$ cat src/vdl_pkg.sv
// Package for the DC link voltage limiter: register map, field layout and sizes.
// Assumes a single 100 MHz clock domain and a plain strobe register port.
package vdl_pkg;

    // Register byte offsets.
    localparam logic [7:0] OFS_CONFIG    = 8'h00;  // Mode code.
    localparam logic [7:0] OFS_UPPER_THR = 8'h04;  // Upper voltage threshold.
    localparam logic [7:0] OFS_LOWER_THR = 8'h08;  // Lower voltage threshold.
    localparam logic [7:0] OFS_GAIN      = 8'h0C;  // Proportional gain.
    localparam logic [7:0] OFS_TQ_OFFSET = 8'h10;  // Torque limit offset.
    localparam logic [7:0] OFS_STATUS    = 8'h14;  // Status word, read only.
    localparam logic [7:0] OFS_IRQ_STAT  = 8'h18;  // Sticky events, write one clears.
    localparam logic [7:0] OFS_IRQ_MASK  = 8'h1C;  // Interrupt enables.
    localparam logic [7:0] OFS_VDC       = 8'h20;  // Last measured voltage, read only.

    // Data widths.
    localparam int VW = 16;  // Voltage in volts, unsigned.
    localparam int TW = 16;  // Torque, signed.
    localparam int GW = 16;  // Gain, unsigned Q8.8.
    localparam int GF = 8;   // Fraction bits of the gain.

    // Status word bit positions.
    localparam int ST_OV_ACT = 14;  // Overvoltage limiter intervening.
    localparam int ST_UV_ACT = 15;  // Undervoltage buffer intervening.

    // Interrupt event bit positions.
    localparam int EV_UV_TRIP = 0;
    localparam int EV_OV_TRIP = 1;
    localparam int EV_UV_ACT  = 2;
    localparam int EV_OV_ACT  = 3;
    localparam int EV_N       = 4;

    // Reset values.
    localparam logic [3:0]    RST_CONFIG = 4'h0;
    localparam logic [VW-1:0] RST_UPPER  = 16'h02BC;   // 700 V.
    localparam logic [VW-1:0] RST_LOWER  = 16'h01C2;   // 450 V.
    localparam logic [GW-1:0] RST_GAIN   = 16'h0100;   // Unity.
    localparam logic [TW-1:0] RST_TQOFS  = 16'h0000;

    // Decoded mode for one configuration code.
    typedef struct packed {
        logic ov_ctrl;    // Overvoltage limiter enabled.
        logic uv_ctrl;    // Undervoltage buffer enabled.
        logic no_accel;   // Limiter may not accelerate.
        logic no_brake;   // Buffer may not brake actively.
        logic ov_mon;     // Overvoltage trip enabled.
        logic uv_mon;     // Undervoltage trip enabled.
    } vdl_mode_t;

    // Torque limit pair.
    typedef struct packed {
        logic signed [TW-1:0] upper;
        logic signed [TW-1:0] lower;
    } vdl_tlim_t;

endpackage : vdl_pkg

$ cat src/vdl_limiter.sv
// DC link voltage limiter for one drive: proportional limit shifting, trips, status and IRQ.
// Assumes vdc arrives on clk each control cycle marked by ctl_tick; limits are on clk too.
// Thresholds are in volts, the gain in Q8.8 and the torque limits signed.
//
// The address-and-strobe port and the register addresses are this design's own decisions.
`timescale 1ns/1ns
`default_nettype none

module vdl_limiter
    import vdl_pkg::*;
(
    // Clock and reset.
    input  wire  logic                 clk,
    input  wire  logic                 rst_n,
    // Measurement and control cycle.
    input  wire  logic                 ctl_tick,
    input  wire  logic [VW-1:0]        vdc,
    // Torque limits in and out.
    input  wire  vdl_tlim_t            tlim_in,
    output var   vdl_tlim_t            tlim_out,
    // Faults and flags.
    output logic                       undervoltage_trip_fault,
    output logic                       overvoltage_trip_fault,
    output logic                       overvoltage_ctrl_active_flag,
    output logic                       undervoltage_ctrl_active_flag,
    // Register port.
    input  wire  logic [7:0]           reg_addr,
    input  wire  logic [31:0]          reg_wdata,
    input  wire  logic                 reg_wr,
    input  wire  logic                 reg_rd,
    output logic [31:0]                reg_rdata,
    // Interrupt.
    output logic                       irq
);

    // Decode of the configuration code; unused codes disable everything.
    // Kept as a function so that every code's meaning sits in one table.
    function automatic vdl_mode_t decode_mode(input logic [3:0] c);
        vdl_mode_t m;
        m = '0;
        m.ov_ctrl  = (c == 4'h1) || (c == 4'h3) || (c == 4'h7) || (c == 4'h9);
        m.uv_ctrl  = (c == 4'h2) || (c == 4'h3) || (c == 4'h8) || (c == 4'h9);
        m.no_accel = (c == 4'h7) || (c == 4'h9);
        m.no_brake = (c == 4'h8) || (c == 4'h9);
        m.ov_mon   = (c == 4'h4) || (c == 4'h6);
        m.uv_mon   = (c == 4'h5) || (c == 4'h6);
        return m;
    endfunction

    // Saturate a 32-bit signed value to the torque width.
    // Without it a large correction would wrap a limit round to the opposite sign,
    // turning a cut in braking into full braking.
    function automatic logic signed [TW-1:0] sat_t(input logic signed [31:0] v);
        logic signed [31:0] hi;
        logic signed [31:0] lo;
        hi = 32'sh0000_7FFF;
        lo = -32'sh0000_8000;
        if (v > hi) begin
            sat_t = 16'sh7FFF;
        end else if (v < lo) begin
            sat_t = -16'sh8000;
        end else begin
            sat_t = v[TW-1:0];
        end
    endfunction

    // Configuration registers. A new threshold or gain acts from the next control
    // cycle on, so software may retune them while the drive runs; the offset acts
    // on the next clock.
    logic [3:0]           cfg_ff,   nxt_cfg;
    logic [VW-1:0]        upper_ff, nxt_upper;
    logic [VW-1:0]        lower_ff, nxt_lower;
    logic [GW-1:0]        gain_ff,  nxt_gain;
    logic signed [TW-1:0] tqofs_ff, nxt_tqofs;
    logic [EV_N-1:0]      ista_ff,  nxt_ista;   // Sticky events.
    logic [EV_N-1:0]      imsk_ff,  nxt_imsk;   // Interrupt mask.
    logic [31:0]          rdata_ff, nxt_rdata;  // Read data, one cycle after strobe.

    // Control state, updated on each control cycle.
    // Between ticks it holds, so flags and correction stand for a whole cycle.
    logic [VW-1:0]        vdc_ff,   nxt_vdc;    // Voltage seen in the last cycle.
    logic signed [TW-1:0] corr_ff,  nxt_corr;   // Signed correction to the limits.
    logic                 ovact_ff, nxt_ovact;
    logic                 uvact_ff, nxt_uvact;
    logic                 uvtrp_ff, nxt_uvtrp;
    logic                 ovtrp_ff, nxt_ovtrp;
    vdl_tlim_t            tlim_ff,  nxt_tlim;

    // Decoded mode, this cycle's events and the status word.
    vdl_mode_t            mode;
    logic [EV_N-1:0]      ev;                   // Rising events this cycle.
    logic [15:0]          status;

    // A new code acts from the next clock; unused codes leave every output idle.
    assign mode = decode_mode(cfg_ff);

    // Proportional control and monitoring, evaluated once per control cycle.
    // The product is formed in 32 bits: a 16-bit excess times a 16-bit gain only
    // overflows it for settings far outside any real DC link.
    always_comb begin
        logic signed [31:0] exc;
        logic signed [31:0] prod;
        exc       = '0;
        prod      = '0;
        nxt_vdc   = vdc_ff;
        nxt_corr  = corr_ff;
        nxt_ovact = ovact_ff;
        nxt_uvact = uvact_ff;
        nxt_uvtrp = uvtrp_ff;
        nxt_ovtrp = ovtrp_ff;
        if (ctl_tick) begin
            nxt_vdc   = vdc;
            nxt_ovact = 1'b0;
            nxt_uvact = 1'b0;
            nxt_corr  = '0;
            // Flags restart at each tick, so a flag stands only while the excess lasts.
            // Excess over the active threshold: positive above upper, negative below lower.
            // Reaching the upper threshold already counts, with an excess of zero.
            if (mode.ov_ctrl && (vdc >= upper_ff)) begin
                exc       = 32'(vdc) - 32'(upper_ff);
                nxt_ovact = 1'b1;
            end else if (mode.uv_ctrl && (vdc < lower_ff)) begin
                exc       = 32'(vdc) - 32'(lower_ff);
                nxt_uvact = 1'b1;
            end
            // Leaving the band on recovery clears the buffer automatically.
            prod     = (exc * $signed({16'h0000, gain_ff})) >>> GF;
            nxt_corr = sat_t(prod);
            // Trips latch until reset so the drive stays off; software sees them.
            // Only a reset clears them; the sticky event tells software which one fired.
            if (mode.uv_mon && (vdc < lower_ff)) begin
                nxt_uvtrp = 1'b1;
            end
            if (mode.ov_mon && (vdc >= upper_ff)) begin
                nxt_ovtrp = 1'b1;
            end
        end
    end

    // Torque limits follow the base limits every clock, shifted by the correction
    // of the last control cycle, so the drive path gains only one register of lag.
    always_comb begin
        logic signed [31:0] up;
        logic signed [31:0] lo;
        // Shift both limits by the correction: a positive correction cuts braking
        // and may push into motoring, a negative one forces braking.
        up = 32'(tlim_in.upper) + 32'(corr_ff);
        lo = 32'(tlim_in.lower) + 32'(corr_ff);
        // The clamps act only while their controller intervenes; at rest the
        // offset has no say and the base limits pass unchanged.
        if (uvact_ff && mode.no_brake && (up < 32'(tqofs_ff))) begin
            up = 32'(tqofs_ff);
        end
        if (ovact_ff && mode.no_accel && (lo > 32'(tqofs_ff))) begin
            lo = 32'(tqofs_ff);
        end
        nxt_tlim.upper = sat_t(up);
        nxt_tlim.lower = sat_t(lo);
    end

    // Events: rising edges of trips and of activity.
    // An intervention raises its event once, so a long dip does not repeat it.
    assign ev[EV_UV_TRIP] = nxt_uvtrp & ~uvtrp_ff;
    assign ev[EV_OV_TRIP] = nxt_ovtrp & ~ovtrp_ff;
    assign ev[EV_UV_ACT]  = nxt_uvact & ~uvact_ff;
    assign ev[EV_OV_ACT]  = nxt_ovact & ~ovact_ff;

    // Status word with activity flags at their fixed positions.
    // Every other bit reads zero; the flags mirror the registered activity, so the
    // word changes only at a control cycle.
    always_comb begin
        status            = '0;
        status[ST_OV_ACT] = ovact_ff;
        status[ST_UV_ACT] = uvact_ff;
    end

    // Register writes and reads; unmapped addresses read zero and ignore writes.
    // Writes to the status word and the measured voltage fall to the default
    // branch, so both stay read only whatever software sends.
    // Read data come from a register, so they stand only in the cycle after the strobe.
    always_comb begin
        nxt_cfg   = cfg_ff;
        nxt_upper = upper_ff;
        nxt_lower = lower_ff;
        nxt_gain  = gain_ff;
        nxt_tqofs = tqofs_ff;
        nxt_imsk  = imsk_ff;
        nxt_ista  = ista_ff;
        nxt_rdata = '0;
        if (reg_wr) begin
            case (reg_addr)
                OFS_CONFIG:    nxt_cfg   = reg_wdata[3:0];
                OFS_UPPER_THR: nxt_upper = reg_wdata[VW-1:0];
                OFS_LOWER_THR: nxt_lower = reg_wdata[VW-1:0];
                OFS_GAIN:      nxt_gain  = reg_wdata[GW-1:0];
                OFS_TQ_OFFSET: nxt_tqofs = reg_wdata[TW-1:0];
                OFS_IRQ_STAT:  nxt_ista  = ista_ff & ~reg_wdata[EV_N-1:0];
                OFS_IRQ_MASK:  nxt_imsk  = reg_wdata[EV_N-1:0];
                default:       nxt_cfg   = cfg_ff;
            endcase
        end
        // A new event wins over a clear in the same cycle.
        // Software therefore never loses an event that lands on its own clear.
        nxt_ista = nxt_ista | ev;
        // Reads have no side effect; even the sticky events need a write to clear.
        if (reg_rd) begin
            case (reg_addr)
                OFS_CONFIG:    nxt_rdata = {28'h000_0000, cfg_ff};
                OFS_UPPER_THR: nxt_rdata = {16'h0000, upper_ff};
                OFS_LOWER_THR: nxt_rdata = {16'h0000, lower_ff};
                OFS_GAIN:      nxt_rdata = {16'h0000, gain_ff};
                OFS_TQ_OFFSET: nxt_rdata = {16'h0000, tqofs_ff};
                OFS_STATUS:    nxt_rdata = {16'h0000, status};
                OFS_IRQ_STAT:  nxt_rdata = {28'h000_0000, ista_ff};
                OFS_IRQ_MASK:  nxt_rdata = {28'h000_0000, imsk_ff};
                OFS_VDC:       nxt_rdata = {16'h0000, vdc_ff};
                default:       nxt_rdata = '0;
            endcase
        end
    end

    // Register group: software settings, interrupt state and read data.
    // The reset is synchronous, so it acts only on a clock edge like every write.
    always_ff @(posedge clk) begin
        if (!rst_n) begin
            cfg_ff   <= RST_CONFIG;
            upper_ff <= RST_UPPER;
            lower_ff <= RST_LOWER;
            gain_ff  <= RST_GAIN;
            tqofs_ff <= RST_TQOFS;
            ista_ff  <= '0;
            imsk_ff  <= '0;
            rdata_ff <= '0;
        end else begin
            cfg_ff   <= nxt_cfg;
            upper_ff <= nxt_upper;
            lower_ff <= nxt_lower;
            gain_ff  <= nxt_gain;
            tqofs_ff <= nxt_tqofs;
            ista_ff  <= nxt_ista;
            imsk_ff  <= nxt_imsk;
            rdata_ff <= nxt_rdata;
        end
    end

    // Control group: measured voltage, correction, activity flags and trips.
    // Reset drops every intervention, so the drive restarts with its own limits.
    always_ff @(posedge clk) begin
        if (!rst_n) begin
            vdc_ff   <= '0;
            corr_ff  <= '0;
            ovact_ff <= 1'b0;
            uvact_ff <= 1'b0;
            uvtrp_ff <= 1'b0;
            ovtrp_ff <= 1'b0;
        end else begin
            vdc_ff   <= nxt_vdc;
            corr_ff  <= nxt_corr;
            ovact_ff <= nxt_ovact;
            uvact_ff <= nxt_uvact;
            uvtrp_ff <= nxt_uvtrp;
            ovtrp_ff <= nxt_ovtrp;
        end
    end

    // Limit group: the corrected torque limits handed to the drive.
    // They read zero during reset, which holds the drive without torque.
    always_ff @(posedge clk) begin
        if (!rst_n) begin
            tlim_ff <= '0;
        end else begin
            tlim_ff <= nxt_tlim;
        end
    end

    // Outputs straight from flip-flops, except the interrupt, a level gated from them.
    // The interrupt is a gate of flip-flops, so it cannot glitch, and it stays
    // high until software clears the event or masks it.
    assign tlim_out                      = tlim_ff;
    assign undervoltage_trip_fault       = uvtrp_ff;
    assign overvoltage_trip_fault        = ovtrp_ff;
    assign overvoltage_ctrl_active_flag  = ovact_ff;
    assign undervoltage_ctrl_active_flag = uvact_ff;
    assign reg_rdata                     = rdata_ff;
    assign irq                           = |(ista_ff & imsk_ff);

endmodule : vdl_limiter // vdl_limiter

`default_nettype wire

$ cat config.mk
export PLATFORM = sky130hd
export DESIGN_NAME = vdl_limiter
export DESIGN_NICKNAME = d
export VERILOG_FILES = /design/src/vdl_pkg.sv /design/src/vdl_limiter.sv
export SDC_FILE = /design/constraint.sdc
export NUM_CORES = 1
export LEC_CHECK = 0
export ABC_AREA = 1
export BUFFER_PORTS_ARGS = -buffer_cell sky130_fd_sc_hd__buf_2
export CAP_MARGIN = 10
export CELL_PAD_IN_SITES_DETAIL_PLACEMENT = 1
export CELL_PAD_IN_SITES_GLOBAL_PLACEMENT = 2
export CORE_MARGIN = 10
export CORE_UTILIZATION = 37
export CTS_BUF_LIST = sky130_fd_sc_hd__clkbuf_4 sky130_fd_sc_hd__clkbuf_8
export CTS_CLUSTER_DIAMETER = 120
export DETAILED_ROUTE_END_ITERATION = 10
export GPL_TIMING_DRIVEN = 0
export HOLD_SLACK_MARGIN = 0.02
export PLACE_DENSITY = 0.91
export SKIP_LAST_GASP = 1
export SYNTH_ARGS = -nofsm -noshare
export SYNTH_HDL_FRONTEND = slang
export SYNTH_SLANG_ARGS = --single-unit
$ cat constraint.sdc
create_clock -name clk -period 8.9 [get_ports clk]
set_clock_uncertainty 0.15 [all_clocks]
set_input_delay 0.89 -clock clk [delete_from_list [all_inputs] [get_ports clk]]
set_output_delay 0.89 -clock clk [all_outputs]
set_load 0.01 [all_outputs]
## Yosys cells after proc, flatten, opt, wreduce, memory -nomap -nowiden

Index checks and enable logic that the tools add are counted.

| storage, ports and cells | value |
|---|---|
| word-level logic and storage cells | 115 |
| register bits | 176 |
| bits of input ports | 93 |
| output and inout port bits | 69 |

| cells by class | value |
|---|---|
| eq/ne operators | 17 |
| bitwise gates (word level) | 13 |
| reductions and logical operators | 29 |
| multiplexer cells | 23 |
| multiply operators | 1 |
| $lt $le $gt $ge | 10 |
| add/subtract/negate cells | 4 |

Operator list:

| operator | number |
|---|---|
| 32-bit two-way mux | 5 |
| 16-bit one-hot mux with 9 select lines | 1 |
| 32-bit by 16-bit greater-than comparator with 1-bit output, second input constant | 2 |
| 32-bit by 16-bit < comparator with 1-bit output, second input constant | 2 |
| 16-bit two-way mux | 4 |
| 16-bit by 16-bit adder with 17-bit output | 2 |
| 16-bit by 16-bit subtractor with 17-bit output | 2 |
| 8-bit by 5-bit == test with 1-bit output, second input constant | 4 |
| 32-bit by 17-bit multiplier with 32-bit output | 1 |
| 15-bit two-way mux | 2 |
| 24-bit by 16-bit greater-than comparator with 1-bit output, second input constant | 1 |
| 24-bit by 16-bit < comparator with 1-bit output, second input constant | 1 |
| 17-bit by 16-bit greater-than comparator with 1-bit output | 1 |
| 17-bit by 16-bit < comparator with 1-bit output | 1 |
| 4-bit by 3-bit == test with 1-bit output, second input constant | 4 |
| 8-bit by 4-bit == test with 1-bit output, second input constant | 2 |
| 16-bit >= comparator | 1 |
| 16-bit < comparator | 1 |
| 2-bit AND reduction | 7 |
| 1-bit logical OR | 10 |
| 1-bit two-way mux | 9 |
| 4-bit AND | 2 |
| 4-bit by 2-bit == test with 1-bit output, second input constant | 2 |
| 4-bit == test, second input constant | 2 |
| 12 further kinds | 28 |

## Longest topological paths before layout

Gate-level depths: netlist (run 1).

| depth | value |
|---|---|
| depth after elaboration | 12 |
| depth in mapped cells | 49 |
| mapped depth without buffers | 47 |

## Worst setup path before layout (run 1)

OpenSTA, ideal clock, no wires.

| path | value |
|---|---|
| path kind | input -> register |
| start point | in vdc[0] |
| end point | reg corr_ff[10] |
| arrival time | 7.900 ns |
| stages on the path | 42 |
| data required time | 8.628 ns |
| setup slack | 0.728 ns |
| cell sequence | inv_1 > ha_1 > inv_1 > fa_1 > nand2_1 > nand2_1 > nand2_1 > nand2_1 > nand3_1 > nand2_1 > nand3_1 > nand2_1 > nor2_1 > inv_1 > fa_1 > fa_1 > inv_1 > fa_1 > [... 6 more ...] > inv_1 > ha_1 > inv_1 > nor3_1 > nand2_1 > a21oi_1 > nor2_1 > nand2_1 > nand2_1 > nand2_1 > nand2_1 > nor2_1 > nand3_1 > nand3_1 > nand2_1 > inv_2 > buf_6 > a21oi_2 |

| on the way | value |
|---|---|
| longest elaborated chain between the ends | 9 |

Ends and longest elaborated chain:

| element | line | source |
|---|---|---|
| start, declared | vdl_limiter.sv:17 | `input wire logic [VW-1:0] vdc,` |
| 16-bit < comparator | vdl_limiter.sv:122 | `end else if (mode.uv_ctrl && (vdc < lower_ff)) begin` |
| 1-bit logical AND | vdl_limiter.sv:122 |  |
| 32-bit two-way mux | vdl_limiter.sv:122 |  |
| 32-bit two-way mux * | vdl_limiter.sv:119 | `if (mode.ov_ctrl && (vdc >= upper_ff)) begin` |
| 32-bit two-way mux * | vdl_limiter.sv:111 | `if (ctl_tick) begin` |
| 32-bit by 17-bit multiplier with 32-bit output * | vdl_limiter.sv:127 | `prod = (exc * $signed({16'h0000, gain_ff})) >>> GF;` |
| 24-bit by 16-bit < comparator with 1-bit output | vdl_limiter.sv:60 | `end else if (v < lo) begin` |
| 16-bit two-way mux | vdl_limiter.sv:60 |  |
| 16-bit two-way mux * | vdl_limiter.sv:58 | `if (v > hi) begin` |
| end signal, assigned | vdl_limiter.sv:258 | `corr_ff <= nxt_corr;` |
| end, declared | vdl_limiter.sv:82 | `logic signed [TW-1:0] corr_ff, nxt_corr;` |

Mark *: on every way between the ends. The rest lies on a longest branch, timed or not. The select of a mux whose other input is x is not followed.
A chain may end at the register's enable or synchronous reset.

## Worst setup path after layout (run 1)

| path | value |
|---|---|
| start point | in vdc[2] |
| end point | reg corr_ff[8] |

The elaborated chain is that of the path after synthesis.

==> results of run 1 <==
==> power groups by stage <==
stage	Clock (W)	Combinational (W)	Sequential, W
2_1_floorplan	0	0.000265	0.000781
3_5_place_dp	0	0.000429	0.000776
4_1_cts	0.000585	0.000434	0.000759
5_1_grt	0.000617	0.000498	0.000762
6_report	0.000583	0.000445	0.000759
3_3_place_gp	0	0.000415	0.000775
==> path summary, 6_finish.rpt <==
check | from | end | slack, ns | cells past startpoint
worst min-delay path | undervoltage_trip_fault$_SDFF_PN0_ | undervoltage_trip_fault$_SDFF_PN0_ | 0.33 | 2
worst max register to register | lower_ff[10]$_SDFFE_PN0P_ | corr_ff[8]$_SDFFE_PN0P_ | 0.42 | 40
worst max-delay path | vdc[2] | corr_ff[8]$_SDFFE_PN0P_ | 0.30 | 44
worst min register to register | undervoltage_trip_fault$_SDFF_PN0_ | undervoltage_trip_fault$_SDFF_PN0_ | 0.33 | 2
==> worst reg2reg max path: cells and delay by family (launching register included) <==
| family | cells | cell delay (ns) |
|---|---|---|
| fa+ha+maj | 8 | 3.82 |
| simple gates | 16 | 1.87 |
| compound gates | 6 | 1.11 |
| buf+inv | 10 | 1.08 |
| flops | 1 | 0.36 |
==> metrics by stage <==
step           total power [W]  setup WS (ns)  std cells  cell area, um2
6_report               0.00179          0.303       3896           24500
3_5_place_dp           0.00120          -1.56       3821           23000
3_3_place_gp           0.00119          -1.40       3820           23000
5_1_grt                0.00188        -0.0729       3896           24500
4_1_cts                0.00178        0.00400       3864           23700
2_1_floorplan          0.00105          0.728       2936           21400
==> routing by layer <==
layer	share of wire	vias up
met5	0	-
met4	0.039	0
met3	0.043	117
met2	0.49	546
met1	0.43	10200
li1	-	9408
==> layout make-up <==
cell class                      count  area [um2]
Clock buffer                       17         234
Clock inverter                     15         184
Timing Repair Buffer              171        1010
Fill cell                        7184       32200
Inverter                          665        2530
Antenna cell                        1        2.50
Tap cell                          756         946
Multi-Input combinational cell   2020       15900
Buffer                             91         517
Sequential cell                   160        3210
==> repair_timing <==
item / in CTS / in global routing
cloned: 0 / 2
pin swaps: 11 / 36
setup endpoints to repair: 16 / 16
setup buffers: 11 / 29
hold buffers: 0 / 0
resized for setup: 46 / 136
==> logic make-up after synthesis <==
family / count (synthesis)
compound gates: 489
simple gates: 1001
fa+ha+maj: 446
other cells: 1
flops: 160
buf+inv: 756
xor+xnor: 68
==> flip-flops by register name (all words and copies together), names as in the netlist, 4 cells and up <==
register / cells
corr_ff: 16
ista_ff: 4
lower_ff: 16
gain_ff: 16
vdc_ff: 16
tqofs_ff: 16
tlim_out: 32
cfg_ff: 4
imsk_ff: 4
upper_ff: 16
reg_rdata: 16
==> placed cells by master (no fill, tap or decap), drive strengths merged, types with 2 or more instances in the layout <==
master and instances:
inv 668, nand2 599, nor2 270, fa 269
a21oi 221, buf 206, ha 177, dfxtp 160
o21ai 149, nand3 80, clkbuf 73, xor2 48
o22ai 27, o211ai 22, xnor2 20, nor3 20
nand4 18, conb 16, o21bai 13, a221oi 13
a211oi 10, a31oi 7, o221ai 7, clkinv 7
nor4 6, a21o 5, o21a 5, or2 5
clkinvlp 4, o31ai 4, nand3b 2, o2111ai 2
a21boi 2
==> out/qor.tcl, run 1 <==
set qor(critPathTopFamily) {adder cells}
set qor(synth_top_family_by_area) {adder cells}
set qor(pwr-share-comb) 0.249
set qor(yosys-top-cells-area) {sky130_fd_sc_hd__fa_1, sky130_fd_sc_hd__dfxtp_1, sky130_fd_sc_hd__inv_1}
set qor(sink_count) 160
set qor(worst-path-max-fanout) 10
set qor(setup-tns-final_ns) 0
set qor(worst_setup_path_end_kind) {flip-flop}
set qor(vias_per_inst) 5.21
set qor(power.density_cell_area_mw_per_mm2) 73.0
set qor(initial_core_utilization) 0.376
set qor(timing_worst_setup_path_type) {in -> reg}
set qor(detailed_route_via_count) 20300
set qor(run_status) {finished, final reports clean}
set qor(sw_frac_of_total) 0.361
set qor(clock_tree.htree_level_count) 4
set qor(worst-endpoint-arrival_ns) 8.87
set qor(synth_top_area_share) 0.252
set qor(fp.dieW_um) 260
set qor(clock_latency_of_the_later_clocked_register_in_the_worst_skew_pair_ns) 0.50
set qor(synth_xor_area_frac) 0.0279
set qor(ff_latch_count_synth) 160
set qor(grt.met3_usage) 0.0200
set qor(synth.top_cells.by_count) {sky130_fd_sc_hd__inv_1, sky130_fd_sc_hd__nand2_1, sky130_fd_sc_hd__fa_1}
set qor(cp-start-kind) {input pin}
set qor(grt-ovfl-total) 0
set qor(post_synth.cell_area_avg_um2) 7.31
set qor(fmax_ghz) 0.116
set qor(detail_route.drc_violations) 0
set qor(groute.layer.met2.usage) 0.419
set qor(synthesis.yosys.warnings) 0
set qor(hpwlAfterDp_um) 70000
set qor(power.sequential.fraction) 0.425
set qor(finalHoldViolCount) 0
set qor(syn-cell-area_mm2) 0.0213
set qor(cp_data_required_time_ns) 9.17
set qor(drt.antenna.violating_nets) 0
set qor(drt_iter0_markers) 1226
set qor(flow.area_growth_from_synthesis_pct) 14.7
set qor(longest_individual_stage_delay_on_the_worst_path_ns) 0.58
set qor(worstHoldPathType) {reg -> reg}
set qor(die_area_mm2) 0.0677
set qor(static-leakage-power_nw) 12.0
set qor(drt_first_pass_iters) 5
set qor(globalplace.congestion) 0.938
set qor(post_synth_inst_count) 2921
set qor(fin_nets) 3665
set qor(grt.total_usage) 0.242
set qor(seq_area_frac_synth) 0.150
set qor(grt-busiest-layer) {met2}
set qor(y_dimension_of_the_die_um) 260
set qor(post-route-period-util) 0.966
set qor(clock_power_share) 0.326
set qor(cts_made_buffers) 17
set qor(synth.mux.area_fraction) 0
set qor(actual_transition_at_the_worst_max_transition_pin_ns) 0.922
set qor(synth_edf_count) 0
set qor(met1_usage) 0.310
set qor(final_period_minus_worst_setup_slack_ns) 8.60
set qor(wire_per_inst_um) 21.1
set qor(synth_top_cell_by_area) {sky130_fd_sc_hd__fa_1}
set qor(cell_occurring_most_often_along_the_worst_timing_path) {sky130_fd_sc_hd__nand2_1}
set qor(finalSetupViolations) 0
set qor(worst-path-buf-inv) 10
set qor(clk_transition_reported_paths_ns) 0.09
set qor(first_global_vias) 21900
set qor(grt_first_pass_wirelength_um) 127000
set qor(io_pins) 162
set qor(routed_wl_um) 82300
set qor(root_buffer) {sky130_fd_sc_hd__clkbuf_8}
set qor(async_flop_share) 0
set qor(cap_viol_max_count) 0
set qor(vdd_drop_max_mv) 0.0742
set qor(synth-simple-area-share) 0.193
set qor(number_of_library_cell_types_mapped_by_synthesis) 54
set qor(numPortBuffers) 128
set qor(power.net_switching_w) 0.000646
set qor(worst_slew_margin_rel) 0.385
set qor(grt_max_degree) 19
set qor(placeableCoreArea_mm2) 0.0567
set qor(postLayoutCoreUtil) 0.432
set qor(slowest_library_cell_on_the_worst_path) {sky130_fd_sc_hd__fa_1}
set qor(synth_most_common_cell) {sky130_fd_sc_hd__inv_1}
set qor(antenna_found_initial) 1
set qor(num_rows) 87
set qor(synth_compound_gate_area_share) 0.134
set qor(tritoncts) {yes}
set qor(post_route_cells_drive_above_1_share) 0.138
set qor(final.hold.worst_slack_ns) 0.330
set qor(internal_power_w) 0.00114
set qor(top_flip_flop_cell_by_instance_count_after_synthesis) {sky130_fd_sc_hd__dfxtp_1}
set qor(post_synth_fa_ha_maj_area_fraction) 0.356
set qor(cts-root-to-sink-buffers) 2
set qor(drv_slew) 0
(Power assumes the default switching activity.)
==> run 2, diff against run 1 <==
CORE_UTILIZATION = 33   (was 37)
PLACE_DENSITY = 0.86   (was 0.91)
clock period = 7 ns   (was 8.9 ns; I/O delays follow)
==> run 2 against run 1 <==
  * Wire length up 3.9%
  * Sequential share of layout area decreased by 1.1 points
  * Non-clock buffer count up 115
  * Sequential power grew 27%
  * Sequential cell count did not move
  * The run now ends with setup timing left
  * Cell count increased by 5.5%
  * Design area rose by 9.8%
  * Register-to-register slack worse by 1.5 ns
  * First-iteration DRC count grew 1.1%
==> out/qor.tcl, run 2 (synthesis results as in run 1) <==
set qor(run_status) {complete, but fails checks}
set qor(violations) {setup timing}
set qor(worst_slew_margin_rel) 0.343
set qor(sw_frac_of_total) 0.367
set qor(fin_cells) 4111
set qor(drt_iter0_markers) 1240
set qor(drv_slew) 0
set qor(timing.hold.worst_endpoint) {reg_rdata[8]$_SDFF_PN0_}
set qor(clock_latency_of_the_later_clocked_register_in_the_worst_skew_pair_ns) 0.53
set qor(min_path_cells) 2
set qor(grt-ovfl-total) 0
set qor(commonest_cells_after_routing_fill_and_taps_aside) {sky130_fd_sc_hd__inv_1, sky130_fd_sc_hd__nand2_1, sky130_fd_sc_hd__fa_1, sky130_fd_sc_hd__nor2_1, sky130_fd_sc_hd__a21oi_1}
set qor(worst-r2r-cell-count) 44
set qor(hpwlAfterDp_um) 70900
set qor(detail_route.drc_violations) 0
set qor(grt_max_degree) 19
set qor(post-route-period-util) 1.16
set qor(num_rows) 93
set qor(antenna_found_initial) 1
set qor(y_dimension_of_the_die_um) 274
set qor(hold_path.startpoint) {vdc_ff[8]$_SDFFE_PN0P_}
set qor(timing_worst_setup_path_type) {reg -> reg}
set qor(worstHoldPathType) {reg -> reg}
set qor(fin_ws_ns) -1.10
set qor(vdd_drop_max_mv) 0.0857
set qor(vias_per_inst) 5.07
set qor(pre_cts_slack_ns) -2.25
set qor(power.sequential.fraction) 0.412
set qor(detailed_route_via_count) 20800
set qor(clk_transition_reported_paths_ns) 0.11
set qor(power.net_switching_w) 0.000861
set qor(power.density_cell_area_mw_per_mm2) 87.2
set qor(wire_per_inst_um) 20.8
set qor(critPathTopFamily) {adder cells}
set qor(longest_individual_stage_delay_on_the_worst_path_ns) 0.59
set qor(static-leakage-power_nw) 13.0
set qor(cap_viol_max_count) 0
set qor(io_pins) 162
set qor(final.hold.worst_slack_ns) 0.312
set qor(nFillCells) 7955
set qor(drt.antenna.violating_nets) 0
set qor(routed_wl_um) 85500
set qor(cell_occurring_most_often_along_the_worst_timing_path) {sky130_fd_sc_hd__inv_2}
set qor(fp.dieW_um) 274
set qor(flow.area_growth_from_synthesis_pct) 25.9
set qor(die_area_mm2) 0.0752
set qor(final_period_minus_worst_setup_slack_ns) 8.10
set qor(post_route_cells_drive_above_1_share) 0.238
set qor(worst-endpoint-arrival_ns) 8.41
set qor(crit_reg_reg_endpoint) {corr_ff[9]$_SDFFE_PN0P_}
set qor(cts-root-to-sink-buffers) 2
set qor(setup-tns-final_ns) -16.58
set qor(rsz0062_at_grt) {true}
set qor(internal_power_w) 0.00148
set qor(finalHoldViolCount) 0
set qor(pwr-share-comb) 0.265
set qor(clock_power_share) 0.323
set qor(slowest_library_cell_on_the_worst_path) {sky130_fd_sc_hd__fa_2}
set qor(largest_register_ff_count) 32
set qor(finalPower_w) 0.00234
set qor(tritoncts) {yes}
set qor(worst_setup_path_end_kind) {flip-flop}
set qor(clock_tree.htree_level_count) 4
set qor(root_buffer) {sky130_fd_sc_hd__clkbuf_8}
set qor(cp-start-kind) {flip-flop}
set qor(crit-reg2reg-launch) {upper_ff[10]$_SDFFE_PN0P_}
set qor(grt_first_pass_wirelength_um) 131000
set qor(dp_cells) 3919
set qor(fmax_ghz) 0.123
set qor(numPortBuffers) 128
set qor(fin_nets) 3781
set qor(cts_made_buffers) 17
set qor(placeableCoreArea_mm2) 0.0642
set qor(worst-path-buf-inv) 13
set qor(sink_count) 160
set qor(r2r_setup_slack_ns) -1.10
set qor(grt.total_usage) 0.226
set qor(cp_data_required_time_ns) 7.31
set qor(initial_core_utilization) 0.332
set qor(worst-path-max-fanout) 6
set qor(post_cts_hold_fix_bufs) 0
set qor(finalSetupViolations) 16
set qor(drt_first_pass_iters) 5
set qor(layout_commonest_cell) {sky130_fd_sc_hd__inv_1}
set qor(first_global_vias) 22600
set qor(globalplace.congestion) 0.960
set qor(actual_transition_at_the_worst_max_transition_pin_ns) 0.978
## run 2: cell count changes in the layout (fill, tap and decap cells not counted), sizes merged
| cell | previous run | this run |
|---|---|---|
| clkinv | 7 | 10 |
| clkinvlp | 4 | 5 |
| buf | 206 | 322 |
| nand2 | 599 | 600 |
| clkbuf | 73 | 72 |
| inv | 668 | 664 |
## run 2: metal layers
layer	track usage	vias up	wire, um	part of all wire
met2	0.395	537	42300	0.49
met1	0.278	10500	35400	0.41
met4	0.0999	0	3920	0.046
li1	-	9660	-	-
met3	0.0199	142	3850	0.045
met5	0	-	0	0
## run 2: cell type report
cell class	instances	area [um2]	share of cell area
antenna	1	2.50	0.0000931
timing repair buffer	286	2040	0.0760
buffer	91	547	0.0203
multi-input combinational	2021	17000	0.632
clock buffer	17	234	0.00871
inverter	665	2570	0.0955
sequential	160	3230	0.120
clock inverter	15	189	0.00703
tap	855	1070	0.0398
## run 2: timing repair
action | in CTS | in global routing
endpoints found under the setup margin | 16 | 16
pin swaps | 82 | 156
buffers inserted | 105 | 51
resized for setup | 202 | 152
cloned | 5 | 1
## run 2: worst max path at each step
stage | start | end | slack (ns) | cells past startpoint
finish | upper_ff[10]$_SDFFE_PN0P_ | corr_ff[9]$_SDFFE_PN0P_ | -1.10 | 44
floorplan | vdc[15] | corr_ff[10]$_SDFFE_PN0P_ | -0.38 | 40
detailed placement | vdc[5] | corr_ff[9]$_SDFFE_PN0P_ | -2.25 | 38
global route | upper_ff[10]$_SDFFE_PN0P_ | corr_ff[1]$_SDFFE_PN0P_ | -1.40 | 44
global placement | vdc[5] | corr_ff[6]$_SDFFE_PN0P_ | -2.13 | 38
CTS | lower_ff[0]$_SDFFE_PN0P_ | corr_ff[3]$_SDFFE_PN0P_ | -1.05 | 39
## run 2: worst register-to-register path: cells and delay by family, from the launching register on
kind	cells	cell delay, ns
adder cells (fa/ha/maj)	8	3.43
AND/OR/NAND/NOR	19	2.20
buffers and inverters	13	1.24
AO/OA/AOI/OAI	4	0.64
flip-flops	1	0.39
## run 2: stage by stage
stage | utilization | area (um2)
after floorplan | - | 22200
after global placement | 0.373 | 23900
after detailed placement | 0.373 | 23900
after CTS | 0.405 | 26000
after global routing | 0.418 | 26900
final | 0.418 | 26900
## run 2: power groups by stage
stage / Clock [W] / Sequential [W] / Combinational [W]
after floorplan: 0 / 0.000994 / 0.000348
after global placement: 0 / 0.000985 / 0.000547
after detailed placement: 0 / 0.000987 / 0.000565
after CTS: 0.000763 / 0.000965 / 0.000597
after global routing: 0.000802 / 0.000969 / 0.000688
final: 0.000757 / 0.000965 / 0.000621
